--- src/common/spgi_defines.vh ---
// frame layout, command codes and timing constants of the sensor programming link
`ifndef SPGI_DEFINES_VH
`define SPGI_DEFINES_VH

// ****************************************
// frame layout
// ****************************************
`define SPGI_FRAME_BITS      5'h15
`define SPGI_LAST_BIT_CNT    5'h14
`define SPGI_BIT_EVEN_PAR    17
`define SPGI_BIT_ODD_PAR     18
`define SPGI_BIT_KIND        19
`define SPGI_EVEN_MASK       21'h155555
`define SPGI_ODD_MASK        21'h0AAAAA
`define SPGI_CMD_MSB         6
`define SPGI_CMD_LSB         1
`define SPGI_ADDR_MSB        14
`define SPGI_ADDR_LSB        9
`define SPGI_DATA_MSB        16
`define SPGI_DATA_LSB        1

// ****************************************
// command codes
// ****************************************
`define SPGI_CMD_EXIT        6'h00
`define SPGI_CMD_RD_SINGLE   6'h01
`define SPGI_CMD_RD_CONT     6'h02
`define SPGI_CMD_RD_INC      6'h03
`define SPGI_CMD_WR_SINGLE   6'h09
`define SPGI_CMD_WR_CONT     6'h0A
`define SPGI_CMD_WR_INC      6'h0B
`define SPGI_CMD_NV_WRITE    6'h0C
`define SPGI_CMD_NV_ERASE    6'h0D
`define SPGI_CMD_MARGIN      6'h0E
`define SPGI_CMD_REFRESH     6'h0F

// ****************************************
// access modes and timing
// ****************************************
`define SPGI_MODE_NONE       2'h0
`define SPGI_MODE_SINGLE     2'h1
`define SPGI_MODE_CONT       2'h2
`define SPGI_MODE_INC        2'h3
`define SPGI_BLOCK_END       3'h7
`define SPGI_START_TIME_US   19000
`define SPGI_CLK_MHZ         100
`define SPGI_START_CYC       (`SPGI_START_TIME_US * `SPGI_CLK_MHZ)

`endif

--- src/design/spgi_top.v ---
// frame receiver, command interpreter and reply shifter of the sensor programming link
`timescale 1ns/1ps
`include "spgi_defines.vh"
module spgi_top #(
    parameter [31:0] START_CYC  = `SPGI_START_CYC,
    parameter        FIFO_DEPTH = 4
) (
    // clock and reset
    input  wire        clock_in,
    input  wire        rst_n_in,
    // programming link pins
    input  wire        supply_clk_in,
    input  wire        data_pin_in,
    output wire        data_pin_out,
    output wire        data_pin_oe_n_out,
    // application output level
    input  wire        app_data_in,
    // register read port
    output wire [5:0]  mem_rd_addr_out,
    input  wire [15:0] mem_rd_data_in,
    // register write stream
    output wire        mem_wr_valid_out,
    input  wire        mem_wr_ready_in,
    output wire [5:0]  mem_wr_addr_out,
    output wire [15:0] mem_wr_data_out,
    // mode status
    output wire        prog_mode_out,
    output wire        locked_out,
    output wire        nv_write_mode_out,
    output wire        nv_erase_mode_out,
    output wire        margin_mode_out,
    output wire        refresh_out
);
    // ****************************************
    // states
    // ****************************************
    localparam [5:0] ST_APP  = 6'h01;
    localparam [5:0] ST_RX   = 6'h02;
    localparam [5:0] ST_EVAL = 6'h04;
    localparam [5:0] ST_PUSH = 6'h08;
    localparam [5:0] ST_PREP = 6'h10;
    localparam [5:0] ST_TX   = 6'h20;

    // ****************************************
    // frame checks
    // ****************************************
    // frame bits set
    function frame_ok;
        input [20:0] f;
        begin
            frame_ok = f[0] && f[20] && !(^(f & `SPGI_EVEN_MASK)) && !(^(f & `SPGI_ODD_MASK));
        end
    endfunction

    function cmd_ok;
        input [20:0] f;
        reg   [5:0]  c;
        begin
            c      = f[`SPGI_CMD_MSB:`SPGI_CMD_LSB];
            cmd_ok = !f[7] && f[8] && !f[15] && !f[16] && f[`SPGI_BIT_KIND] &&
                     (c <= `SPGI_CMD_RD_INC || (c >= `SPGI_CMD_WR_SINGLE && c <= `SPGI_CMD_REFRESH));
        end
    endfunction

    reg  [5:0]  state_ff;
    reg  [5:0]  nxt_state;
    reg  [4:0]  cnt_ff;
    reg  [4:0]  nxt_cnt;
    reg  [20:0] sr_ff;
    reg  [20:0] nxt_sr;
    reg  [5:0]  addr_ff;
    reg  [5:0]  nxt_addr;
    reg  [1:0]  rd_mode_ff;
    reg  [1:0]  nxt_rd_mode;
    reg  [1:0]  wr_mode_ff;
    reg  [1:0]  nxt_wr_mode;
    reg  [15:0] wdata_ff;
    reg  [15:0] nxt_wdata;
    reg         first_ff;
    reg         nxt_first;
    reg         prog_ff;
    reg         nxt_prog;
    reg         locked_ff;
    reg         nxt_locked;
    reg         nvw_ff;
    reg         nxt_nvw;
    reg         ers_ff;
    reg         nxt_ers;
    reg         mrg_ff;
    reg         nxt_mrg;
    reg         rfr_ff;
    reg         nxt_rfr;
    reg         settle_ff;
    reg         nxt_settle;
    reg         dout_ff;
    reg         nxt_dout;
    reg         oe_n_ff;
    reg         nxt_oe_n;
    reg  [31:0] win_cnt_ff;
    reg         win_done_ff;
    reg         sclk_d_ff;
    reg         push;
    wire [1:0]  pins_sync;
    wire        sclk;
    wire        sdat;
    wire        edge_rise;
    wire        fifo_ready;
    wire        fifo_valid;
    wire [5:0]  f_code;

    // ****************************************
    // pin synchronisers and edge detect
    // ****************************************
    spgi_sync #(
        .WIDTH (2)
    ) u_sync (
        .clock_in (clock_in),
        .rst_n_in (rst_n_in),
        .async_in ({supply_clk_in, data_pin_in}),
        .sync_out (pins_sync)
    );

    assign sclk      = pins_sync[1];
    assign sdat      = pins_sync[0];
    // one bit per rising supply edge
    assign edge_rise = sclk && !sclk_d_ff;
    assign f_code    = sr_ff[`SPGI_CMD_MSB:`SPGI_CMD_LSB];

    // ****************************************
    // write stream buffer
    // ****************************************
    // full buffer stalls the push state; the gap between frames covers it
    spgi_fifo #(
        .WIDTH (22),
        .DEPTH (FIFO_DEPTH)
    ) u_fifo (
        .clock_in      (clock_in),
        .rst_n_in      (rst_n_in),
        .in_valid_in   (push),
        .in_ready_out  (fifo_ready),
        .in_data_in    ({addr_ff, wdata_ff}),
        .out_valid_out (fifo_valid),
        .out_ready_in  (mem_wr_ready_in),
        .out_data_out  ({mem_wr_addr_out, mem_wr_data_out})
    );

    // ****************************************
    // next state
    // ****************************************
    always @* begin
        nxt_state   = state_ff;
        nxt_cnt     = cnt_ff;
        nxt_sr      = sr_ff;
        nxt_addr    = addr_ff;
        nxt_rd_mode = rd_mode_ff;
        nxt_wr_mode = wr_mode_ff;
        nxt_wdata   = wdata_ff;
        nxt_first   = first_ff;
        nxt_prog    = prog_ff;
        nxt_locked  = locked_ff;
        nxt_nvw     = nvw_ff;
        nxt_ers     = ers_ff;
        nxt_mrg     = mrg_ff;
        nxt_rfr     = 1'b0;
        nxt_settle  = settle_ff;
        nxt_dout    = dout_ff;
        nxt_oe_n    = oe_n_ff;
        push        = 1'b0;
        case (state_ff)
            ST_RX: begin
                if (first_ff && win_done_ff && cnt_ff == 5'h00) begin
                    nxt_state  = ST_APP;
                    nxt_locked = 1'b1;
                end else if (edge_rise) begin
                    nxt_sr = {sdat, sr_ff[20:1]};
                    if (cnt_ff == `SPGI_LAST_BIT_CNT) begin
                        nxt_cnt   = 5'h00;
                        nxt_state = ST_EVAL;
                    end else begin
                        nxt_cnt = cnt_ff + 5'h01;
                    end
                end
            end
            ST_EVAL: begin
                nxt_state = ST_RX;
                if (!frame_ok(sr_ff)) begin
                    nxt_state  = ST_APP;
                    nxt_locked = 1'b1;
                    nxt_prog   = 1'b0;
                end else if (sr_ff[`SPGI_BIT_KIND]) begin
                    nxt_nvw     = 1'b0;
                    nxt_ers     = 1'b0;
                    nxt_mrg     = 1'b0;
                    nxt_wr_mode = `SPGI_MODE_NONE;
                    nxt_first   = 1'b0;
                    nxt_prog    = 1'b1;
                    nxt_addr    = sr_ff[`SPGI_ADDR_MSB:`SPGI_ADDR_LSB];
                    if (!cmd_ok(sr_ff) || f_code == `SPGI_CMD_EXIT) begin
                        nxt_state  = ST_APP;
                        nxt_locked = 1'b1;
                        nxt_prog   = 1'b0;
                    end else if (f_code <= `SPGI_CMD_RD_INC) begin
                        nxt_rd_mode = f_code[1:0];
                        nxt_settle  = 1'b0;
                        nxt_state   = ST_PREP;
                    end else if (f_code <= `SPGI_CMD_WR_INC) begin
                        nxt_wr_mode = f_code[1:0];
                    end else if (f_code == `SPGI_CMD_NV_WRITE) begin
                        nxt_nvw = 1'b1;
                    end else if (f_code == `SPGI_CMD_NV_ERASE) begin
                        nxt_ers = 1'b1;
                    end else if (f_code == `SPGI_CMD_MARGIN) begin
                        nxt_mrg = 1'b1;
                    end else begin
                        nxt_rfr = 1'b1;
                    end
                end else if (first_ff || wr_mode_ff == `SPGI_MODE_NONE) begin
                    nxt_state  = ST_APP;
                    nxt_locked = 1'b1;
                    nxt_prog   = 1'b0;
                end else begin
                    nxt_wdata = sr_ff[`SPGI_DATA_MSB:`SPGI_DATA_LSB];
                    nxt_state = ST_PUSH;
                end
            end
            ST_PUSH: begin
                push = 1'b1;
                if (fifo_ready) begin
                    nxt_state = ST_RX;
                    if (wr_mode_ff == `SPGI_MODE_SINGLE) begin
                        nxt_wr_mode = `SPGI_MODE_NONE;
                    end else if (wr_mode_ff == `SPGI_MODE_INC) begin
                        if (addr_ff[2:0] == `SPGI_BLOCK_END) begin
                            nxt_wr_mode = `SPGI_MODE_NONE;
                        end else begin
                            nxt_addr = addr_ff + 6'h01;
                        end
                    end
                end
            end
            ST_PREP: begin
                // reads wait until queued writes have landed
                if (!fifo_valid) begin
                    nxt_settle = 1'b1;
                    if (settle_ff) begin
                        nxt_sr     = {1'b1, addr_ff[2:0], mem_rd_data_in, 1'b1};
                        nxt_cnt    = 5'h00;
                        nxt_settle = 1'b0;
                        nxt_state  = ST_TX;
                    end
                end
            end
            ST_TX: begin
                if (edge_rise) begin
                    nxt_dout = sr_ff[0];
                    nxt_sr   = {1'b1, sr_ff[20:1]};
                    if (cnt_ff == `SPGI_LAST_BIT_CNT) begin
                        nxt_cnt = 5'h00;
                        if (rd_mode_ff == `SPGI_MODE_CONT) begin
                            nxt_state = ST_PREP;
                        end else if (rd_mode_ff == `SPGI_MODE_INC && addr_ff[2:0] != `SPGI_BLOCK_END) begin
                            nxt_addr  = addr_ff + 6'h01;
                            nxt_state = ST_PREP;
                        end else begin
                            nxt_rd_mode = `SPGI_MODE_NONE;
                            nxt_state   = ST_RX;
                        end
                    end else begin
                        nxt_cnt = cnt_ff + 5'h01;
                    end
                end
            end
            ST_APP: begin
                nxt_state = ST_APP;
            end
            default: begin
                nxt_state  = ST_APP;
                nxt_locked = 1'b1;
                nxt_prog   = 1'b0;
            end
        endcase
        // ****************************************
        // pin driver
        // ****************************************
        if (nxt_state == ST_APP || nxt_first) begin
            nxt_oe_n = 1'b0;
            nxt_dout = app_data_in;
        end else if (nxt_state == ST_RX && nxt_cnt != 5'h00) begin
            nxt_oe_n = 1'b1;
        end else if (nxt_state != ST_TX) begin
            nxt_oe_n = 1'b0;
            nxt_dout = 1'b1;
        end else begin
            nxt_oe_n = 1'b0;
        end
    end

    // ****************************************
    // registers
    // ****************************************
    always @(posedge clock_in or negedge rst_n_in) begin
        if (!rst_n_in) begin
            state_ff    <= ST_RX;
            cnt_ff      <= 5'h00;
            sr_ff       <= 21'h000000;
            addr_ff     <= 6'h00;
            rd_mode_ff  <= 2'h0;
            wr_mode_ff  <= 2'h0;
            wdata_ff    <= 16'h0000;
            first_ff    <= 1'b1;
            prog_ff     <= 1'b0;
            locked_ff   <= 1'b0;
            nvw_ff      <= 1'b0;
            ers_ff      <= 1'b0;
            mrg_ff      <= 1'b0;
            rfr_ff      <= 1'b0;
            settle_ff   <= 1'b0;
            dout_ff     <= 1'b1;
            oe_n_ff     <= 1'b0;
            sclk_d_ff   <= 1'b0;
            win_cnt_ff  <= 32'h00000000;
            win_done_ff <= 1'b0;
        end else begin
            state_ff    <= nxt_state;
            cnt_ff      <= nxt_cnt;
            sr_ff       <= nxt_sr;
            addr_ff     <= nxt_addr;
            rd_mode_ff  <= nxt_rd_mode;
            wr_mode_ff  <= nxt_wr_mode;
            wdata_ff    <= nxt_wdata;
            first_ff    <= nxt_first;
            prog_ff     <= nxt_prog;
            locked_ff   <= nxt_locked;
            nvw_ff      <= nxt_nvw;
            ers_ff      <= nxt_ers;
            mrg_ff      <= nxt_mrg;
            rfr_ff      <= nxt_rfr;
            settle_ff   <= nxt_settle;
            dout_ff     <= nxt_dout;
            oe_n_ff     <= nxt_oe_n;
            sclk_d_ff   <= sclk;
            if (!win_done_ff) begin
                win_cnt_ff <= win_cnt_ff + 32'h00000001;
                if (win_cnt_ff == START_CYC - 32'h00000001) begin
                    win_done_ff <= 1'b1;
                end
            end
        end
    end

    // ****************************************
    // outputs
    // ****************************************
    assign data_pin_out      = dout_ff;
    assign data_pin_oe_n_out = oe_n_ff;
    assign mem_rd_addr_out   = addr_ff;
    assign mem_wr_valid_out  = fifo_valid;
    assign prog_mode_out     = prog_ff;
    assign locked_out        = locked_ff;
    assign nv_write_mode_out = nvw_ff;
    assign nv_erase_mode_out = ers_ff;
    assign margin_mode_out   = mrg_ff;
    assign refresh_out       = rfr_ff;
endmodule

--- src/design/spgi_sync.v ---
// two-flop synchroniser for levels from outside the clock domain
`timescale 1ns/1ps
module spgi_sync #(
    parameter WIDTH = 1
) (
    // clock and reset
    input  wire             clock_in,
    input  wire             rst_n_in,
    // levels
    input  wire [WIDTH-1:0] async_in,
    output wire [WIDTH-1:0] sync_out
);
    reg [WIDTH-1:0] meta_ff;
    reg [WIDTH-1:0] sync_ff;

    // ****************************************
    // first stage feeds only the second
    // ****************************************
    always @(posedge clock_in or negedge rst_n_in) begin
        if (!rst_n_in) begin
            meta_ff <= {WIDTH{1'b0}};
            sync_ff <= {WIDTH{1'b0}};
        end else begin
            meta_ff <= async_in;
            sync_ff <= meta_ff;
        end
    end

    assign sync_out = sync_ff;
endmodule

--- src/design/spgi_fifo.v ---
// shifting word fifo with valid/ready on both sides; head word is a flop
`timescale 1ns/1ps
module spgi_fifo #(
    parameter WIDTH = 22,
    parameter DEPTH = 4
) (
    // clock and reset
    input  wire             clock_in,
    input  wire             rst_n_in,
    // fill side
    input  wire             in_valid_in,
    output wire             in_ready_out,
    input  wire [WIDTH-1:0] in_data_in,
    // drain side
    output wire             out_valid_out,
    input  wire             out_ready_in,
    output wire [WIDTH-1:0] out_data_out
);
    localparam CW = $clog2(DEPTH + 1);

    reg [WIDTH-1:0] mem_ff [0:DEPTH-1];
    reg [CW-1:0]    cnt_ff;
    reg             valid_ff;
    reg             ready_ff;
    wire            push;
    wire            pop;
    wire [CW-1:0]   nxt_cnt;
    wire [CW-1:0]   wr_idx;
    integer         i;

    assign push    = in_valid_in && ready_ff;
    assign pop     = valid_ff && out_ready_in;
    assign nxt_cnt = cnt_ff + {{(CW-1){1'b0}}, push} - {{(CW-1){1'b0}}, pop};
    assign wr_idx  = cnt_ff - {{(CW-1){1'b0}}, pop};

    // ****************************************
    // storage shifts toward index zero on pop
    // ****************************************
    always @(posedge clock_in or negedge rst_n_in) begin
        if (!rst_n_in) begin
            for (i = 0; i < DEPTH; i = i + 1) begin
                mem_ff[i] <= {WIDTH{1'b0}};
            end
            cnt_ff   <= {CW{1'b0}};
            valid_ff <= 1'b0;
            ready_ff <= 1'b1;
        end else begin
            for (i = 0; i < DEPTH; i = i + 1) begin
                if (push && (wr_idx == i[CW-1:0])) begin
                    mem_ff[i] <= in_data_in;
                end else if (pop) begin
                    mem_ff[i] <= (i + 1 < DEPTH) ? mem_ff[(i + 1) % DEPTH] : {WIDTH{1'b0}};
                end
            end
            cnt_ff   <= nxt_cnt;
            valid_ff <= (nxt_cnt != {CW{1'b0}});
            ready_ff <= (nxt_cnt != DEPTH[CW-1:0]);
        end
    end

    assign in_ready_out  = ready_ff;
    assign out_valid_out = valid_ff;
    assign out_data_out  = mem_ff[0];
endmodule

--- config.mk ---
export PLATFORM = sky130hd
export DESIGN_NAME = spgi_top
export DESIGN_NICKNAME = d
export VERILOG_FILES = /design/src/design/spgi_top.v /design/src/design/spgi_sync.v /design/src/design/spgi_fifo.v
export VERILOG_INCLUDE_DIRS = /design/src /design/src/common
export SDC_FILE = /design/constraint.sdc
export NUM_CORES = 1
export LEC_CHECK = 0
export BUFFER_PORTS_ARGS = -buffer_cell sky130_fd_sc_hd__buf_2
export CELL_PAD_IN_SITES_DETAIL_PLACEMENT = 2
export CELL_PAD_IN_SITES_GLOBAL_PLACEMENT = 2
export CORE_MARGIN = 2
export CORE_UTILIZATION = 25
export DETAILED_ROUTE_END_ITERATION = 12
export PLACE_DENSITY = 0.53
export SYNTH_ARGS = -nofsm -noshare
export SYNTH_HDL_FRONTEND = slang
export SYNTH_SLANG_ARGS = --single-unit
--- constraint.sdc ---
create_clock -name clock_in -period 4 [get_ports clock_in]
set_clock_uncertainty 0.1 [all_clocks]
set_input_delay 1.2 -clock clock_in [delete_from_list [all_inputs] [get_ports clock_in]]
set_output_delay 1.2 -clock clock_in [all_outputs]
set_load 0.005 [all_outputs]
=== Word level (Yosys, flattened, before mapping) ===
Cells that the tools add are included.

* Bitwise operators: 4
* Mux-type cells: 121
* Add/sub/neg operators: 6
* Shifts and indexed selects: 0
* $lt $le $gt $ge: 4
* Div/mod/pow operators: 0
* Eq/ne operators: 46
* Multiply operators: 0
* Reduce and logical (&&, ||, !) cells: 59

{| class="wikitable"
|+ Operator list
! kind !! count
|-
| two-way mux 22 bit || 8
|-
| two-way mux 6 bit || 20
|-
| two-way mux 21 bit || 5
|-
| case mux 21 bit (3 select lines) || 1
|-
| two-way mux 1 bit || 52
|-
| two-way mux 5 bit || 9
|-
| parity 21 bit || 2
|-
| two-way mux 2 bit || 17
|-
| inequality test 2 bit, second input constant || 17
|-
| adder 32 x 1 -> 32 bit, second input constant || 1
|-
| equality test 32 x 21 -> 1 bit, second input constant || 1
|-
| case mux 6 bit (5 select lines) || 1
|-
| equality test 6 x 4 -> 1 bit, second input constant || 4
|-
| logical AND 1 bit || 20
|-
| case mux 6 bit (3 select lines) || 1
|-
| AND reduction 6 bit || 3
|-
| case mux 5 bit (3 select lines) || 1
|-
| nonzero test 2 bit || 7
|-
| equality test 6 x 1 -> 1 bit, second input constant || 2
|-
| equality test 6 x 2 -> 1 bit, second input constant || 2
|-
| less-or-equal comparator 6 x 4 -> 1 bit, second input constant || 2
|-
| inequality test 3 bit, second input constant || 4
|-
| AND reduction 11 bit || 1
|-
| AND reduction 9 bit || 1
|-
| other kinds (36) || 58
|}

* ROM bits: 0
* Memories kept: 0
* Bits in latches: 0
* Output and inout bits: 37
* Input bits: 22
* Bits in registers: 199
* Logic and storage cells: 269
* Memory bits (writable): 0

=== Depth between registers and ports, before layout ===
* Word-level depth: 16
* Gate-level depth with buffers: 12

=== Cells and area by module ===
A second synthesis with hierarchy kept.

* Cell total of the unflattened synthesis: 839
* Area total of the unflattened synthesis: 9536.6 µm²

{| class="wikitable"
|+ Modules (own cells, without submodules)
! module !! cells each !! area an instance (µm²) !! times used
|-
| spgi_top || 487 || 5102.4 || 1
|-
| spgi_fifo || 348 || 4334.2 || 1
|-
| spgi_sync || 4 || 100.1 || 1
|}

=== Worst setup path after synthesis ===
Ideal clock, no wire load.

* Kind: input-to-reg
* Start: input port mem_wr_ready_in
* End: register u_fifo.valid_ff, in the netlist u_fifo.out_valid_out
* Stages: 11
* Path slack: 0.375 ns
* Required time: 3.769 ns
* Path buffers: 1
* Arrival: 3.394 ns
* Library setup time: 0.131 ns
* Cell sequence: nand2_1 > clkinv_1 > clkbuf_1 > ha_1 > inv_1 > ha_1 > inv_1 > fa_1 > xnor2_1 > xnor2_1 > or3_1

* Word-level cells in the longest chain between the ends: 3

{| class="wikitable"
|+ Ends and longest elaborated chain
! element !! line !! text
|-
| start: declaration || spgi_top.v:23 || <nowiki>input wire mem_wr_ready_in,</nowiki>
|-
| logical AND 1 bit || spgi_fifo.v:32 || <nowiki>assign pop = valid_ff && out_ready_in;</nowiki>
|-
| subtractor 3 x 1 -> 3 bit || spgi_fifo.v:33 || <nowiki>assign nxt_cnt = cnt_ff + {{(CW-1){1'b0}}, push} - {{(CW-1){1'b0}}, pop};</nowiki>
|-
| via u_fifo.nxt_cnt[2] || spgi_fifo.v:27 || <nowiki>wire [CW-1:0] nxt_cnt;</nowiki>
|-
| nonzero test 3 bit || spgi_fifo.v:56 || <nowiki>valid_ff <= (nxt_cnt != {CW{1'b0}});</nowiki>
|-
| end signal: assignment || spgi_fifo.v:56 ||
|-
| end: declaration || spgi_fifo.v:23 || <nowiki>reg valid_ff;</nowiki>
|}

The timed path passes the listed nets, and every way through them passes these cells.
A chain may end at the register's enable or synchronous reset.

=== Final worst setup path ===
* Start: register sr_ff[2]
* End: register addr_ff[0], in the netlist mem_rd_addr_out[0]

* Word-level cells in the longest chain between the ends: 6

{| class="wikitable"
|+ Ends and longest elaborated chain
! element !! line !! text
|-
| start: declaration || spgi_top.v:69 || <nowiki>reg [20:0] sr_ff;</nowiki>
|-
| start signal: assignment || spgi_top.v:326 || <nowiki>sr_ff <= nxt_sr;</nowiki>
|-
| parity 21 bit || spgi_top.v:51 || <nowiki>frame_ok = f[0] && f[20] && !(^(f & `SPGI_EVEN_MASK)) && !(^(f & `SPGI_ODD_MASK));</nowiki>
|-
| zero test 1 bit || spgi_top.v:51 ||
|-
| logical AND 1 bit (2 in series) || spgi_top.v:51 ||
|-
| inequality test 2 bit (no line) || -- ||
|-
| AND reduction 11 bit (no line) || -- ||
|-
| end signal: assignment || spgi_top.v:327 || <nowiki>addr_ff <= nxt_addr;</nowiki>
|-
| end: declaration || spgi_top.v:71 || <nowiki>reg [5:0] addr_ff;</nowiki>
|}

Every way passes these cells.

==> impl_metrics.yaml <==
critical_path:
  worst-endpoint-required_ns: 4.26
  reg2regPathDepth: 8
  critical_path.startpoint_type: "flop"
  rr_endpoint: "mem_rd_addr_out[0]"
  ff2ff_setup_slack_ns: 0.79
  worst_path_max_fanout: 12
  crit-reg2reg-launch: "sr_ff[2]"
  worstSetupEndpointType: "flop"
  timing.setup.critical_path_class: "reg2reg"
  cp_data_arrival_time_ns: 3.47
synth:
  total_of_warnings_raised_by_yosys: 0
  mappedNetlistNets: 965
  ys_async_sr_fraction_pct: 100
  synth.area.top_cells: "dfrtp_1 (51%), mux2i_1 (9.2%), nand2_1 (5.3%)"
  syn_avg_cell_area_sq_um: 10.2
  ys_seq_area_share_pct: 52.2
  edff_count_synth: 0
  ys_seq_elements: 199
  netlist-cell-type-count: 69
  synthDominantCellAreaShare_pct: 51.1
  post_synth_instance_area_sq_mm: 0.00955
  cells_after_synthesis: 933
  synth_ff_type: "dfrtp_1"
  synth_largest_area_cell: "dfrtp_1"
global_route:
  grt_first_pass_wirelength_microns: 43400
  largest_net_degree_at_the_start_of_global_routing: 77
  grt-ovfl-total: 0
  globalRouteTotalUtil_pct: 14.4
  grt_antenna_before_repair: 0
  grt_pass1_vias: 7343
die:
  dieArea_sq_mm: 0.0398
  chipWidth_microns: 199
  initial_core_util_pct: 25.4
  dieHeight_microns: 199
  core_region_area_sq_mm: 0.0377
  floorplan.io_pins: 59
  standard_cell_row_count: 71
pwr:
  power_frac_seq_pct: 49.3
  pwr_density_cell_mw_per_mm2: 387
  share_comb_of_total_power_pct: 8.1
  clock_power_share_pct: 42.7
  cellLeakagePower_nw: 5.31
  intPower_mw: 3.06
  switching_share_pct: 27.1
  net-switching-power_mw: 1.13
  max-vdd-ir-drop_uv: 299
placed_design:
  io_buffer_count: 58
  detailed_place_hpwl_microns: 18600
  gpl.final_weighted_congestion: 0.690
layout:
  multi_input_comb_area_sq_mm: 0.00410
  area.sequential_sq_mm: 0.00498
  final_layout_size_suffix_gt1_share_pct: 15.3
  area_delta_synth_final_pct: 13.5
  fin_nets: 984
  layout.cells.most_common: "dfrtp_1"
  antennaDiodeCount: 0
  post-route-util_pct: 28.8
  most_frequent_cells_in_the_layout: "dfrtp_1 (195), nand2_1 (133), mux2i_1 (88)"
  fillerInstances: 4199
status:
  outcome: "finished, final reports clean"
routing:
  route.final.wire_length_microns: 26600
  drtIter0Drc: 277
  postRouteAntennaNets: 0
  detailedRoute.firstPassIterationCount: 4
  number_of_vias_in_the_routed_layout: 6812
  drc_errors: 0
  via_per_inst: 4.62
  route.detailed.wl_per_inst_microns: 18.0
timing:
  period_minus_slack_ns: 3.21
  report.final.setup_viol: 0
  worstMarginPinSlew_ns: 0.944
  setup_repair_after_global_routing_missed_its_margin: "no"
  hold-worst-slack_ns: 0.251
  final_hold_violation_count: 0
  finalSetupTns_ns: 0
  final_min_period_over_clock_period_pct: 80.3
  maxClockFrequency_mhz: 311
  final_slew_violations: 0
  maxSlewHeadroom_pct: 35.5
clock_network:
  path_clk_slew_ns: 0.09
  clk-insertion-delay-late_ns: 0.46
  cts-hold-fix-buffers: 0
  cts_tree: "yes"
  depth_of_the_cts_h_tree: 4
  clock_tree.buffer_depth: 2
  tritoncts_buffers: 17
  post_cts_resized: 0
  clock_tree.root_cell: "clkbuf_16"
  post-cts-setup-buffers: 0
  clkSinkCount: 199
min_path:
  holdCritStartpoint: "u_sync.meta_ff[0]"
  min_delay_path_depth: 0
  type_of_the_most_critical_hold_path: "reg2reg"
  timing.hold.worst_endpoint: "u_sync.sync_out[0]"
run:
  max_cap_viol: 0
flip-flops by register name, summed over array words and instances, names as in the netlist, 2 cells and up:
| register | cells |
|---|---|
| u_sync.meta_ff | 2 |
| state_ff | 6 |
| wdata_ff | 16 |
| rd_mode_ff | 2 |
| win_cnt_ff | 32 |
| wr_mode_ff | 2 |
| u_fifo.cnt_ff | 3 |
| mem_rd_addr_out | 6 |
| u_sync.sync_out | 2 |
| u_fifo.out_data_out | 22 |
| cnt_ff | 5 |
| sr_ff | 21 |
| u_fifo.mem_ff | 66 |
power groups by stage:
stage	Combinational [mW]	Clock [mW]	Sequential, mW
floorplan	0.207	0	2.09
global placement	0.346	0	2.11
detailed placement	0.352	0	2.11
CTS	0.354	1.87	2.07
global route	0.382	1.93	2.07
finish	0.339	1.79	2.06
kinds of logic (layout without fill, tap and decap cells):
family	count (synthesis)	count (layout)	share of synthesized area, %
buffers and inverters	95	127	5.17
XOR/XNOR	52	52	5.06
flip-flops	199	199	52.2
multiplexers	105	105	11.2
AO/OA/AOI/OAI	167	167	9.59
AND/OR/NAND/NOR	305	305	15.4
adder cells (fa/ha/maj)	10	10	1.39
metal layers:
metal  part of all wire [%]  vias to the layer above  track usage, %
met2                     49                       51            24.0
met4                   0.91                        0            3.70
met1                     48                     3527            19.2
met3                    2.1                       14            2.84
met5                      0                        -               0
li1                       -                     3220               -
through the flow:
stage / instance area (sq um) / power, mW / std cells / worst slack (ns)
after global placement: 10200 / 2.45 / 1444 / 0.645
after global routing: 10800 / 4.38 / 1476 / 0.514
after CTS: 10800 / 4.29 / 1476 / 0.744
after detailed placement: 10200 / 2.46 / 1444 / 0.556
after floorplan: 9550 / 2.30 / 933 / 0.375
final: 10800 / 4.19 / 1476 / 0.788
worst max path at each step:
stage | startpoint | endpoint | slack (ns) | cells past startpoint
after floorplan | mem_wr_ready_in | u_fifo.out_valid_out | 0.37 | 11
after global placement | mem_wr_ready_in | u_fifo.out_valid_out | 0.64 | 11
after detailed placement | mem_wr_ready_in | u_fifo.out_data_out[10] | 0.56 | 11
after CTS | sr_ff[2] | mem_rd_addr_out[0] | 0.74 | 8
after global routing | sr_ff[2] | mem_rd_addr_out[0] | 0.51 | 8
final | sr_ff[2] | mem_rd_addr_out[0] | 0.79 | 8
cell usage after synthesis, types with 15 or more instances:
library cell / instances
mux2i_1: 88
o21ai_0: 81
xnor2_1: 38
clkbuf_1: 40
nor2_1: 70
dfrtp_1: 195
nand2_1: 134
inv_1: 15
buf_4: 31
mux2_2: 16
a21oi_1: 55
nand3_1: 16
critical path, stage by stage (launching register included):
cell and delay, ns:
dfrtp_1 0.61, xnor2_1 0.19, xnor3_1 0.43, xnor2_1 0.21, nor4_2 0.37, nand2_1 0.29, a21oi_2 0.59, mux2i_1 0.25
nand2_1 0.06
final cells by class:
class                   instances  share of cell area, %
clock buffers                  18                   3.96
clock inverters                14                   1.44
inverters                      16                  0.554
multi-input cells             639                   37.8
flip-flops and latches        199                   46.0
well taps                     511                   5.90
repair buffers                 79                   4.34
No activity file was read; power rests on OpenSTA's default activity.
